### src/include/rssf_pkg.sv
// Shared constants and types for the register select and status block
package rssf_pkg;

    // ==========================================
    // Register select codes
    localparam logic [5:0] SEL_STATUS = 6'h00;
    localparam logic [5:0] SEL_DATA = 6'h04;
    localparam logic [5:0] SEL_CHAN_BASE = 6'h10;
    localparam logic [5:0] SEL_SETUP_BASE = 6'h20;
    localparam logic [5:0] SEL_FILT_BASE = 6'h28;
    localparam logic [5:0] SEL_OFFS_BASE = 6'h30;
    localparam logic [5:0] SEL_GAIN_BASE = 6'h38;

    // ==========================================
    // Communications byte fields
    localparam int COMM_START_BIT = 7;
    localparam int COMM_READ_BIT = 6;

    // ==========================================
    // Status layout and reset
    localparam int STAT_READY_BIT = 7;
    localparam int STAT_RANGE_BIT = 6;
    localparam int STAT_CSUM_BIT = 5;
    localparam int STAT_INTEG_BIT = 4;
    localparam logic [7:0] STAT_RESET = 8'h80;
    localparam logic [23:0] RESULT_MAX = 24'hffffff;
    localparam logic [23:0] RESULT_MIN = 24'h000000;
    localparam logic [3:0] BIT_CNT_RESET = 4'h0;

    // ==========================================
    // Types
    typedef enum logic [1:0] {
        RSSF_IDLE = 2'b00,
        RSSF_CMD = 2'b01,
        RSSF_XFER = 2'b11
    } rssf_state_t;

    typedef enum logic [2:0] {
        RSSF_GRP_NONE = 3'h0,
        RSSF_GRP_CHAN = 3'h1,
        RSSF_GRP_SETUP = 3'h2,
        RSSF_GRP_FILT = 3'h3,
        RSSF_GRP_OFFS = 3'h4,
        RSSF_GRP_GAIN = 3'h5,
        RSSF_GRP_STATUS = 3'h6,
        RSSF_GRP_DATA = 3'h7
    } rssf_group_t;

    typedef struct packed {
        rssf_group_t group;
        logic [3:0] index;
    } rssf_sel_t;

    typedef struct packed {
        logic valid;
        logic over;
        logic under;
        logic calib;
        logic [3:0] chan;
        logic [23:0] value;
    } rssf_result_t;

    typedef struct packed {
        logic ready_n;
        logic range_err;
        logic csum_err;
        logic integ_err;
        logic [3:0] chan;
    } rssf_status_t;

    function automatic rssf_sel_t rssf_decode(input logic [5:0] code);
        rssf_sel_t s;
        s.index = {1'b0, code[2:0]};
        if (code[5:4] == SEL_CHAN_BASE[5:4]) begin
            s.group = RSSF_GRP_CHAN;
            s.index = code[3:0];
        end else if (code[5:3] == SEL_SETUP_BASE[5:3]) begin
            s.group = RSSF_GRP_SETUP;
        end else if (code[5:3] == SEL_FILT_BASE[5:3]) begin
            s.group = RSSF_GRP_FILT;
        end else if (code[5:3] == SEL_OFFS_BASE[5:3]) begin
            s.group = RSSF_GRP_OFFS;
        end else if (code[5:3] == SEL_GAIN_BASE[5:3]) begin
            s.group = RSSF_GRP_GAIN;
        end else if (code == SEL_STATUS) begin
            s.group = RSSF_GRP_STATUS;
        end else if (code == SEL_DATA) begin
            s.group = RSSF_GRP_DATA;
        end else begin
            s.group = RSSF_GRP_NONE;
        end
        return s;
    endfunction

endpackage

### src/hdl/rssf_sync.sv
// Two-flop synchroniser for pins from outside the core clock domain
`timescale 1ns/1ns
`default_nettype none
module rssf_sync
    import rssf_pkg::*;
(
    // Clocking
    input wire logic core_clk,
    input wire logic rst,
    input wire logic clk_en,
    // Pins
    input wire logic [2:0] pin_in,
    output logic [2:0] pin_sync
);
    typedef struct packed {
        logic [2:0] stage1;
        logic [2:0] stage2;
    } rssf_sync_st_t;

    rssf_sync_st_t st;
    rssf_sync_st_t next_st;

    always_comb begin
        next_st = st;
        next_st.stage1 = pin_in;
        next_st.stage2 = st.stage1;
    end

    // Idle link levels: select, clock and data all high, so no false select
    always_ff @(posedge core_clk) begin
        if (rst) begin
            st <= '{stage1: 3'b111, stage2: 3'b111};
        end else if (clk_en) begin
            st <= next_st;
        end
    end

    assign pin_sync = st.stage2;
endmodule
`default_nettype wire

### src/hdl/rssf_status.sv
// Status byte: ready, range, checksum and integrity flags plus channel
`timescale 1ns/1ns
`default_nettype none
module rssf_status
    import rssf_pkg::*;
(
    // Clocking
    input wire logic core_clk,
    input wire logic rst,
    input wire logic clk_en,
    // Events
    input wire rssf_result_t result,
    input wire logic data_read,
    input wire logic status_read,
    input wire logic csum_fail,
    input wire logic integ_enable,
    input wire logic integ_mismatch,
    // State out
    output rssf_status_t status,
    output logic [23:0] data_value
);
    typedef struct packed {
        rssf_status_t stat;
        logic [23:0] data;
    } rssf_stat_st_t;

    rssf_stat_st_t st;
    rssf_stat_st_t next_st;

    always_comb begin
        next_st = st;
        // Read first so a fresh result in the same cycle wins
        if (data_read) begin
            next_st.stat.ready_n = 1'b1;
        end
        if (result.valid) begin
            next_st.stat.ready_n = 1'b0;
            next_st.stat.range_err = result.over | result.under;
            if (!result.calib) begin
                next_st.stat.chan = result.chan;
                if (result.over) begin
                    next_st.data = RESULT_MAX;
                end else if (result.under) begin
                    next_st.data = RESULT_MIN;
                end else begin
                    next_st.data = result.value;
                end
            end
        end
        if (status_read) begin
            next_st.stat.csum_err = 1'b0;
        end
        if (csum_fail) begin
            next_st.stat.csum_err = 1'b1;
        end
        if (!integ_enable) begin
            next_st.stat.integ_err = 1'b0;
        end else if (integ_mismatch) begin
            next_st.stat.integ_err = 1'b1;
        end
    end

    always_ff @(posedge core_clk) begin
        if (rst) begin
            st <= '{stat: STAT_RESET, data: RESULT_MIN};
        end else if (clk_en) begin
            st <= next_st;
        end
    end

    assign status = st.stat;
    assign data_value = st.data;
endmodule
`default_nettype wire

### src/hdl/rssf_regsel.sv
// Serial command decode, register select and status reporting
`timescale 1ns/1ns
`default_nettype none
// ==========================================
module rssf_regsel
    import rssf_pkg::*;
(
    // Clock and reset
    input wire logic core_clk,
    input wire logic rst,
    input wire logic clk_en,
    // Serial link pins
    input wire logic sel_n,
    input wire logic link_clk,
    input wire logic link_din,
    output logic link_dout,
    output logic link_dout_oe,
    // Conversion engine side
    input wire rssf_result_t result,
    input wire logic append_status,
    input wire logic integ_enable,
    input wire logic integ_mismatch,
    input wire logic [23:0] reg_rdata,
    input wire logic [4:0] reg_rlen,
    // Register access toward the rest of the device
    output rssf_sel_t target_sel,
    output logic reg_read,
    output logic reg_write,
    output logic [23:0] reg_wdata,
    input wire logic [4:0] reg_wlen,
    input wire logic reg_wcsum_bad,
    // Status view
    output rssf_status_t status
);
    typedef struct packed {
        rssf_state_t fsm;
        logic is_read;
        logic [5:0] target_select_code;
        logic [31:0] shift;
        logic [5:0] bits_left;
        logic [7:0] cmd;
        logic [3:0] cmd_cnt;
        logic prev_clk;
        logic dout;
        logic rd_pulse;
        logic wr_pulse;
        logic [23:0] wdata;
    } rssf_st_t;

    rssf_st_t st;
    rssf_st_t next_st;
    logic [2:0] pins;
    logic sel_n_s;
    logic clk_s;
    logic din_s;
    logic rise;
    logic fall;
    logic data_read;
    logic status_read;
    logic [23:0] data_value;
    rssf_sel_t dec;
    logic [31:0] load_word;
    logic [5:0] load_len;

    // ==========================================
    // Pin synchronisation
    rssf_sync u_sync (
        .core_clk(core_clk),
        .rst(rst),
        .clk_en(clk_en),
        .pin_in({sel_n, link_clk, link_din}),
        .pin_sync(pins)
    );

    assign sel_n_s = pins[2];
    assign clk_s = pins[1];
    assign din_s = pins[0];
    // Link clock idles high: shift out on falls, sample on rises
    assign rise = clk_s && !st.prev_clk;
    assign fall = !clk_s && st.prev_clk;

    // ==========================================
    // Status byte
    rssf_status u_status (
        .core_clk(core_clk),
        .rst(rst),
        .clk_en(clk_en),
        .result(result),
        .data_read(data_read),
        .status_read(status_read),
        .csum_fail(reg_write && reg_wcsum_bad),
        .integ_enable(integ_enable),
        .integ_mismatch(integ_mismatch),
        .status(status),
        .data_value(data_value)
    );

    // ==========================================
    // Read word assembly
    assign dec = rssf_decode(st.target_select_code);

    always_comb begin
        load_word = 32'h0000_0000;
        load_len = 6'h00;
        case (dec.group)
            RSSF_GRP_STATUS: begin
                load_word = {status, 24'h000000};
                load_len = 6'h08;
            end
            RSSF_GRP_DATA: begin
                if (append_status) begin
                    load_word = {data_value, status};
                    load_len = 6'h20;
                end else begin
                    load_word = {data_value, 8'h00};
                    load_len = 6'h18;
                end
            end
            RSSF_GRP_NONE: begin
                load_word = 32'h0000_0000;
                load_len = 6'h08;
            end
            default: begin
                load_word = {reg_rdata << (5'd24 - reg_rlen), 8'h00};
                load_len = {1'b0, reg_rlen};
            end
        endcase
    end

    assign data_read = st.rd_pulse && dec.group == RSSF_GRP_DATA;
    assign status_read = st.rd_pulse && dec.group == RSSF_GRP_STATUS;

    // ==========================================
    // Transaction state
    always_comb begin
        next_st = st;
        next_st.prev_clk = clk_s;
        next_st.rd_pulse = 1'b0;
        next_st.wr_pulse = 1'b0;
        if (sel_n_s) begin
            // Deselect aborts any frame; the next one begins with a command
            next_st.fsm = RSSF_IDLE;
            next_st.cmd_cnt = BIT_CNT_RESET;
        end else begin
            case (st.fsm)
                RSSF_IDLE: begin
                    next_st.fsm = RSSF_CMD;
                    next_st.cmd_cnt = BIT_CNT_RESET;
                end
                RSSF_CMD: begin
                    if (rise) begin
                        next_st.cmd = {st.cmd[6:0], din_s};
                        next_st.cmd_cnt = st.cmd_cnt + 4'h1;
                        if (st.cmd_cnt == 4'h0 && din_s) begin
                            // Start bit must be zero; stay waiting
                            next_st.cmd_cnt = BIT_CNT_RESET;
                        end else if (st.cmd_cnt == 4'h7) begin
                            next_st.target_select_code = {st.cmd[4:0], din_s};
                            next_st.is_read = st.cmd[5];
                            next_st.fsm = RSSF_XFER;
                            next_st.cmd_cnt = BIT_CNT_RESET;
                            next_st.bits_left = 6'h00;
                            next_st.wdata = 24'h000000;
                        end
                    end
                end
                RSSF_XFER: begin
                    if (st.is_read) begin
                        if (st.bits_left == 6'h00 && st.cmd_cnt == 4'h0) begin
                            next_st.shift = load_word;
                            next_st.bits_left = load_len;
                            next_st.cmd_cnt = 4'h1;
                            next_st.rd_pulse = 1'b1;
                            next_st.dout = load_word[31];
                        end else if (fall && st.bits_left != 6'h00) begin
                            next_st.shift = {st.shift[30:0], 1'b0};
                            next_st.dout = st.shift[30];
                        end
                        if (rise && st.bits_left != 6'h00) begin
                            next_st.bits_left = st.bits_left - 6'h01;
                            if (st.bits_left == 6'h01) begin
                                next_st.fsm = RSSF_CMD;
                                next_st.cmd_cnt = BIT_CNT_RESET;
                            end
                        end
                    end else if (rise) begin
                        next_st.wdata = {st.wdata[22:0], din_s};
                        next_st.bits_left = st.bits_left + 6'h01;
                        if (st.bits_left + 6'h01 == {1'b0, reg_wlen}) begin
                            next_st.wr_pulse = dec.group != RSSF_GRP_NONE;
                            next_st.fsm = RSSF_CMD;
                            next_st.cmd_cnt = BIT_CNT_RESET;
                        end
                    end
                end
                default: begin
                    next_st.fsm = RSSF_IDLE;
                end
            endcase
        end
    end

    always_ff @(posedge core_clk) begin
        if (rst) begin
            st <= '{fsm: RSSF_IDLE, prev_clk: 1'b1, default: '0};
        end else if (clk_en) begin
            st <= next_st;
        end
    end

    // ==========================================
    // Outputs
    // Ready shows on the shared pin whenever selected and not mid-read
    assign link_dout_oe = !sel_n_s;
    assign link_dout = (st.fsm == RSSF_XFER && st.is_read) ? st.dout
                                                           : status.ready_n;
    assign target_sel = dec;
    assign reg_read = st.rd_pulse;
    assign reg_write = st.wr_pulse && clk_en;
    assign reg_wdata = st.wdata;
endmodule
`default_nettype wire

### config.mk
export PLATFORM = sky130hd
export DESIGN_NAME = rssf_regsel
export DESIGN_NICKNAME = d
export VERILOG_FILES = /design/src/include/rssf_pkg.sv /design/src/hdl/rssf_sync.sv /design/src/hdl/rssf_status.sv /design/src/hdl/rssf_regsel.sv
export SDC_FILE = /design/constraint.sdc
export NUM_CORES = 1
export LEC_CHECK = 0
export BUFFER_PORTS_ARGS = -buffer_cell sky130_fd_sc_hd__clkbuf_2
export CORE_ASPECT_RATIO = 0.7
export CORE_MARGIN = 10
export CORE_UTILIZATION = 30
export DETAILED_ROUTE_END_ITERATION = 12
export HOLD_SLACK_MARGIN = 0.15
export PLACE_DENSITY_LB_ADDON = 0.15
export SLEW_MARGIN = 30
export SYNTH_ARGS = -nofsm -noshare
export SYNTH_HDL_FRONTEND = slang
export SYNTH_SLANG_ARGS = --single-unit
### constraint.sdc
create_clock -name core_clk -period 3.45 [get_ports core_clk]
set_input_delay 0.8625 -clock core_clk [delete_from_list [all_inputs] [get_ports core_clk]]
set_output_delay 0.8625 -clock core_clk [all_outputs]
set_load 0.03 [all_outputs]
==> flow_metrics.tcl, run 1 <==
set metrics [dict create \
    path_class "primary input to register" \
    grt_pass1_vias 6621 \
    grt_pass1_wl_um 40500 \
    ir_drop_uv 362 \
    drc 0 \
    cp-end-kind "register" \
    ys_async_sr_fraction_pct 0 \
    fp.dieW_um 209 \
    crit_path_start "reg_rlen[1]" \
    reg2reg_setup_slack_ns 0.81 \
    ys_types 71 \
    core_um2 24700 \
    seq_area_frac_synth_pct 32.4 \
    synth_area_leaders "dfxtp_1, mux2i_1, a21oi_1, nand2_1, nor2_1" \
    worstRegToRegCells 8 \
    max_slew_margin_pct 40.4 \
    clockBufferDepth 2 \
    gp_congestion 0.897 \
    synth-seq-cells 122 \
    drt_first_pass_iters 5 \
    whs_path_depth 2 \
    worstPathRequired_ns 3.75 \
    start_util_pct 30.5 \
    drive_above_1_share_pct 22.3 \
    r2r-start "st[40]" \
    cellPowerDensity_nw_per_um2 429 \
    fin_nets 1081 \
    layout_common_cells "dfxtp_1, clkbuf_2, a21oi_1, nand2_1, nor2_1" \
    fmax_mhz 357 \
    hold_buffers 0 \
    portBuffers 118 \
    avgRoutedWirePerCell_um 19.4 \
    cts.sinks 122 \
    clkTransAtPathRegs_ns 0.06 \
    syn-num-nets 1022 \
    p_leak_nw 3.33 \
    synth_edf_count 0 \
    max_cap_violations 0 \
    ant_nets 0 \
    cts_buffers 17 \
    synth.top_cell.area_share_pct 32.4 \
    globalRouteTotalUtil_pct 15.7 \
    routed_wl_um 25900 \
    dr_total_vias 7136 \
    drt-initial-drc-count 782 \
    timing.hold.ws_ns 0.457 \
    ys.flop_type "dfxtp_1" \
    finalCritPeriodShare_pct 81.1 \
    worst_slew_pin_slew_ns 0.884 \
    synth_area_leader_cell "dfxtp_1" \
    synthToLayoutAreaGrowth_pct 17.1 \
    finalSetupViolCount 0 \
    rsz0062_at_grt "false" \
    final-max-slew-violation-count 0 \
    cp.arrival_ns 3.10 \
    cts_resized 0 \
    hpwl_um 19100 \
    rows 48 \
    pin_count 119 \
    cp_max_fo 33 \
    status "completed" \
    r2r-end "st[30]" \
    clk_latency_ns 0.42 \
    crit_path_end "st[64]" \
    hp-class "register to register" \
    post-cts-setup-buffer-count 0 \
    hold_viol 0 \
    tns_ns 0 \
    die_h_um 153 \
    fin_skew_ns 0.00870 \
    syn_area_um2 7540 \
    die_area_um2 32000 \
    antenna_found_initial 2 \
    final_common_cell "dfxtp_1" \
    h-tree-depth 4 \
    yosys_warnings 0 \
    grt_overflow_total 0 \
    synth_area_per_cell_um2 8.05 \
    vias_per_cell 5.35 \
    synth_cells 936 \
    layout_min_cycle_time_ns 2.80 \
    cp-start-kind "primary input" \
    tritoncts "yes" \
    grt_max_degree 55 \
    root_buffer "clkbuf_16" \
]
[cells in the mapped netlist, types with 11 or more instances]
cell type	count
dfxtp_1	122
a21oi_1	95
nand2_1	94
nor2_1	83
clkbuf_1	54
nand3_1	49
mux2i_1	48
o21ai_0	35
buf_4	31
nor3_1	29
a211oi_1	25
o211ai_1	20
inv_1	18
mux2_2	18
a221oi_1	16
buf_2	14
nand2b_1	11
xnor2_1	11
[registers in the layout (all words and copies together), names as in the netlist]
signal,flops
u_status.status,8
reg_wdata,24
u_status.data_value,24
u_sync.pin_sync,3
u_sync.next_st,3
st,59
reg_read,1
[worst min-delay path by stage]
stage / start / endpoint / slack [ns]
floorplan: st[61] / st[61] / 0.43
global placement: reg_wdata[23] / reg_wdata[23] / 0.44
detailed placement: st[56] / st[56] / 0.45
CTS: st[56] / st[56] / 0.46
global route: reg_wdata[23] / reg_wdata[23] / 0.49
finish: reg_wdata[23] / reg_wdata[23] / 0.46
[through the flow]
step	setup slack (ns)	utilization [%]	cells	cell area (um2)	total power (W)
after global placement	0.276	33.4	1300	8230	0.00204
after global routing	0.463	35.8	1333	8820	0.00394
after CTS	0.599	35.7	1332	8810	0.00381
after detailed placement	0.242	33.4	1300	8230	0.00203
final	0.651	35.8	1334	8830	0.00379
after floorplan	0.0207	-	936	7540	0.00184
[power by group]
part,switching [W],internal [W]
logic,0.000330,0.000223
registers,0.0000273,0.00143
clock network,0.000749,0.00103
[area by class of cell]
type,instances,area [um2]
repair buffers,147,843
well taps,325,407
clock buffers,18,439
multi-input cells,688,4490
inverters,19,71.3
diodes,1,2.50
fillers,2615,15900
flip-flops and latches,122,2440
clock inverters,14,136
[critical path, stage by stage]
cell,delay [ns]
clkbuf_2,0.14
inv_1,0.06
ha_1,0.31
buf_12,0.22
mux2_2,0.38
mux4_2,0.53
a221o_1,0.34
o221ai_1,0.15
a21oi_1,0.10
[logic make-up (layout without fill, tap and decap cells)]
logic type | Yosys count | in the layout | synth area share (%)
other | 0 | 1 | 0
and+or+nand+nor | 315 | 315 | 19.6
xor gates and xnor gates | 19 | 19 | 2.56
DFF | 122 | 122 | 32.4
adders and majority gates | 10 | 10 | 1.66
AOI/OAI and AO/OA | 268 | 268 | 23.4
buffers and inverters | 126 | 198 | 8.35
muxes | 76 | 76 | 12.0
[per-layer routing]
| metal | track usage (%) | vias to the layer above | routed length, um |
|---|---|---|---|
| met4 | 2.90 | 2 | 131 |
| met3 | 5.14 | 14 | 2090 |
| met5 | 0 | - | 18 |
| met1 | 25.1 | 3387 | 14200 |
| met2 | 18.9 | 211 | 9550 |
| li1 | - | 3522 | - |
No activity file was read; power rests on OpenSTA's default activity.
==> run 2: changes to the inputs <==
- ABC_AREA: unset -> 1
- clock period: 3.45 -> 2.8 ns (I/O delays scaled with it)
==> run 2 against run 1 <==
  * Clock power rose by 19%
  * Synthesized cell count rose by 17%
  * Total power rose by 22%
  * Register-to-register slack got worse by 0.30 ns
  * Wire length fell by 2.4%
  * Highest routed layer is now met4
==> flow_metrics.tcl, run 2 <==
set metrics [dict create \
    status "completed" \
    utilization_pct 35.6 \
    worstPathRequired_ns 2.10 \
    cp-end-kind "output port" \
    fin_nets 1246 \
    layout_common_cells "nand2_1, a21oi_1, nand3_1, dfxtp_1, clkbuf_2" \
    finalSetupViolCount 0 \
    cp_cell_sequence "ha_1, nand2_1, inv_2, nand2_1, o21ai_1, clkbuf_2" \
    synth.most_common_cell "nand2_1" \
    synth_cells 1096 \
    dr_total_vias 7567 \
    worst_slew_pin_slew_ns 0.690 \
    synth.top_cell.area_share_pct 33.6 \
    rsz0062_at_grt "false" \
    drive_above_1_share_pct 18.0 \
    yosys_warnings 0 \
    cp_max_fo 6 \
    path_class "register to output port" \
    slowest_delay_ns 0.38 \
    drc 0 \
    cp.arrival_ns 1.99 \
    synth_area_leaders "dfxtp_1, a21oi_1, nand2_1, nand3_1, o21ai_0" \
    vias_per_cell 5.08 \
    synth_area_per_cell_um2 6.63 \
    slowest_stage "dfxtp_1" \
    portBuffers 118 \
    cts_buffers 17 \
    place_ws_ns 0.292 \
    ys_async_sr_fraction_pct 0 \
    layout_min_cycle_time_ns 2.69 \
    synth_area_leader_cell "dfxtp_1" \
    max_cap_violations 0 \
    hp-class "register to register" \
    hold_buffers 0 \
    tritoncts "yes" \
    antenna_found_initial 0 \
    grt_max_degree 57 \
    clockBufferDepth 2 \
    cpMostUsedCell "nand2_1" \
    synthToLayoutAreaGrowth_pct 16.4 \
    cellPowerDensity_nw_per_um2 549 \
    synth_common_cells "nand2_1, a21oi_1, nand3_1" \
    p_leak_nw 3.58 \
    num_antenna_cells 0 \
    clk_latency_ns 0.42 \
    avgRoutedWirePerCell_um 17.0 \
    syn_area_um2 7260 \
    die_area_um2 30900 \
    seq_area_frac_synth_pct 33.6 \
    cts.sinks 122 \
    largest_reg_flops 59 \
    die_h_um 150 \
    grt_overflow_total 0 \
    fp.dieW_um 206 \
    globalRouteTotalUtil_pct 16.2 \
    timing.final.ws_setup_ns 0.108 \
    power_w 0.00464 \
    fillers 2680 \
    hpwl_um 18900 \
    synth-seq-cells 122 \
    max_slew_margin_pct 54.0 \
    final-max-slew-violation-count 0 \
    timing.hold.ws_ns 0.463 \
    gp_congestion 0.848 \
    ant_nets 0 \
    root_buffer "clkbuf_16" \
    syn-num-nets 1182 \
    finalCritPeriodShare_pct 96.1 \
    synth_edf_count 0 \
    grt_pass1_vias 7022 \
    drt-initial-drc-count 537 \
    ys.flop_type "dfxtp_1" \
    start_util_pct 30.6 \
    grt_pass1_wl_um 40200 \
    drt_first_pass_iters 5 \
    ys_types 38 \
    pin_count 119 \
    top_register "st" \
    fmax_mhz 372 \
    tns_ns 0 \
    routed_wl_um 25300 \
    cp-start-kind "register" \
    final_common_cell "nand2_1" \
    rows 47 \
    core_um2 23800 \
    fin_skew_ns 0.00653 \
    hold_viol 0 \
    ir_drop_uv 340 \
    clkTransAtPathRegs_ns 0.06 \
    h-tree-depth 4 \
]
## run 2: cell types whose count changed in the layout (fill, tap and decap cells not counted), sizes merged, moves of 16 or more
cell    delta
a221oi    -16
nor2      -28
nand4     +17
mux2      -18
o21ai     +97
inv       +37
a21oi     +80
a211oi    -23
mux2i     -48
nand2    +141
nand3     +99
nor3      -26
## run 2: layer usage
metal / share of wire (%) / GRT usage [%] / up-vias
met2: 37 / 20.1 / 194
met4: 0.58 / 2.95 / 0
li1: - / - / 3870
met1: 56 / 26.3 / 3489
met3: 6.5 / 4.19 / 14
met5: 0 / 0 / -
## run 2: layout make-up
cell class	instances	area, um2	share of cell area [%]
Multi-Input combinational cell	816	4030	47.7
Timing Repair Buffer	140	781	9.24
Tap cell	318	398	4.71
Inverter	63	238	2.81
Sequential cell	122	2440	28.9
Clock buffer	21	470	5.57
Clock inverter	10	93.8	1.11
## run 2: repair_timing
item,in CTS,in global routing
endpoints found under the setup margin,1,1
pin swaps,0,0
gates resized for setup,1,1
buffers inserted,0,0
hold endpoints to repair,0,0
## run 2: final timing paths
| path | start | end | slack (ns) | cells after the start |
|---|---|---|---|---|
| max | st[85] | link_dout | 0.11 | 6 |
| min | u_sync.next_st[1] | u_sync.next_st[1] | 0.46 | 2 |
| max reg2reg | st[83] | st[50] | 0.51 | 7 |
| min reg2reg | u_sync.next_st[1] | u_sync.next_st[1] | 0.46 | 2 |
## run 2: logic make-up (layout without fill, tap and decap cells)
group                      after synthesis  after routing  share of synthesized area, %
adders and majority gates               10             10                          1.72
DFF                                    122            122                          33.6
buffers and inverters                  158            234                          11.0
and+or+nand+nor                        470            470                          29.3
xor gates and xnor gates                10             10                          1.31
AOI/OAI and AO/OA                      326            326                          23.1
## run 2: power by group
| part | switching (W) | internal, W |
|---|---|---|
| Combinational | 0.000487 | 0.000230 |
| Sequential | 0.0000295 | 0.00177 |
| Clock | 0.000832 | 0.00129 |
## run 2: critical path, delay by kind of cell (launching register included)
| kind | cells | cell delay, ns |
|---|---|---|
| AOI/OAI and AO/OA | 1 | 0.24 |
| adders and majority gates | 1 | 0.31 |
| buffers and inverters | 2 | 0.44 |
| DFF | 1 | 0.38 |
| and+or+nand+nor | 2 | 0.21 |
## run 2: metrics by stage
| step | instance area, um2 | cells |
|---|---|---|
| 6_report | 8450 | 1490 |
| 5_1_grt | 8450 | 1490 |
| 4_1_cts | 8450 | 1490 |
| 3_5_place_dp | 7890 | 1459 |
| 3_3_place_gp | 7890 | 1459 |
| 2_1_floorplan | 7260 | 1096 |
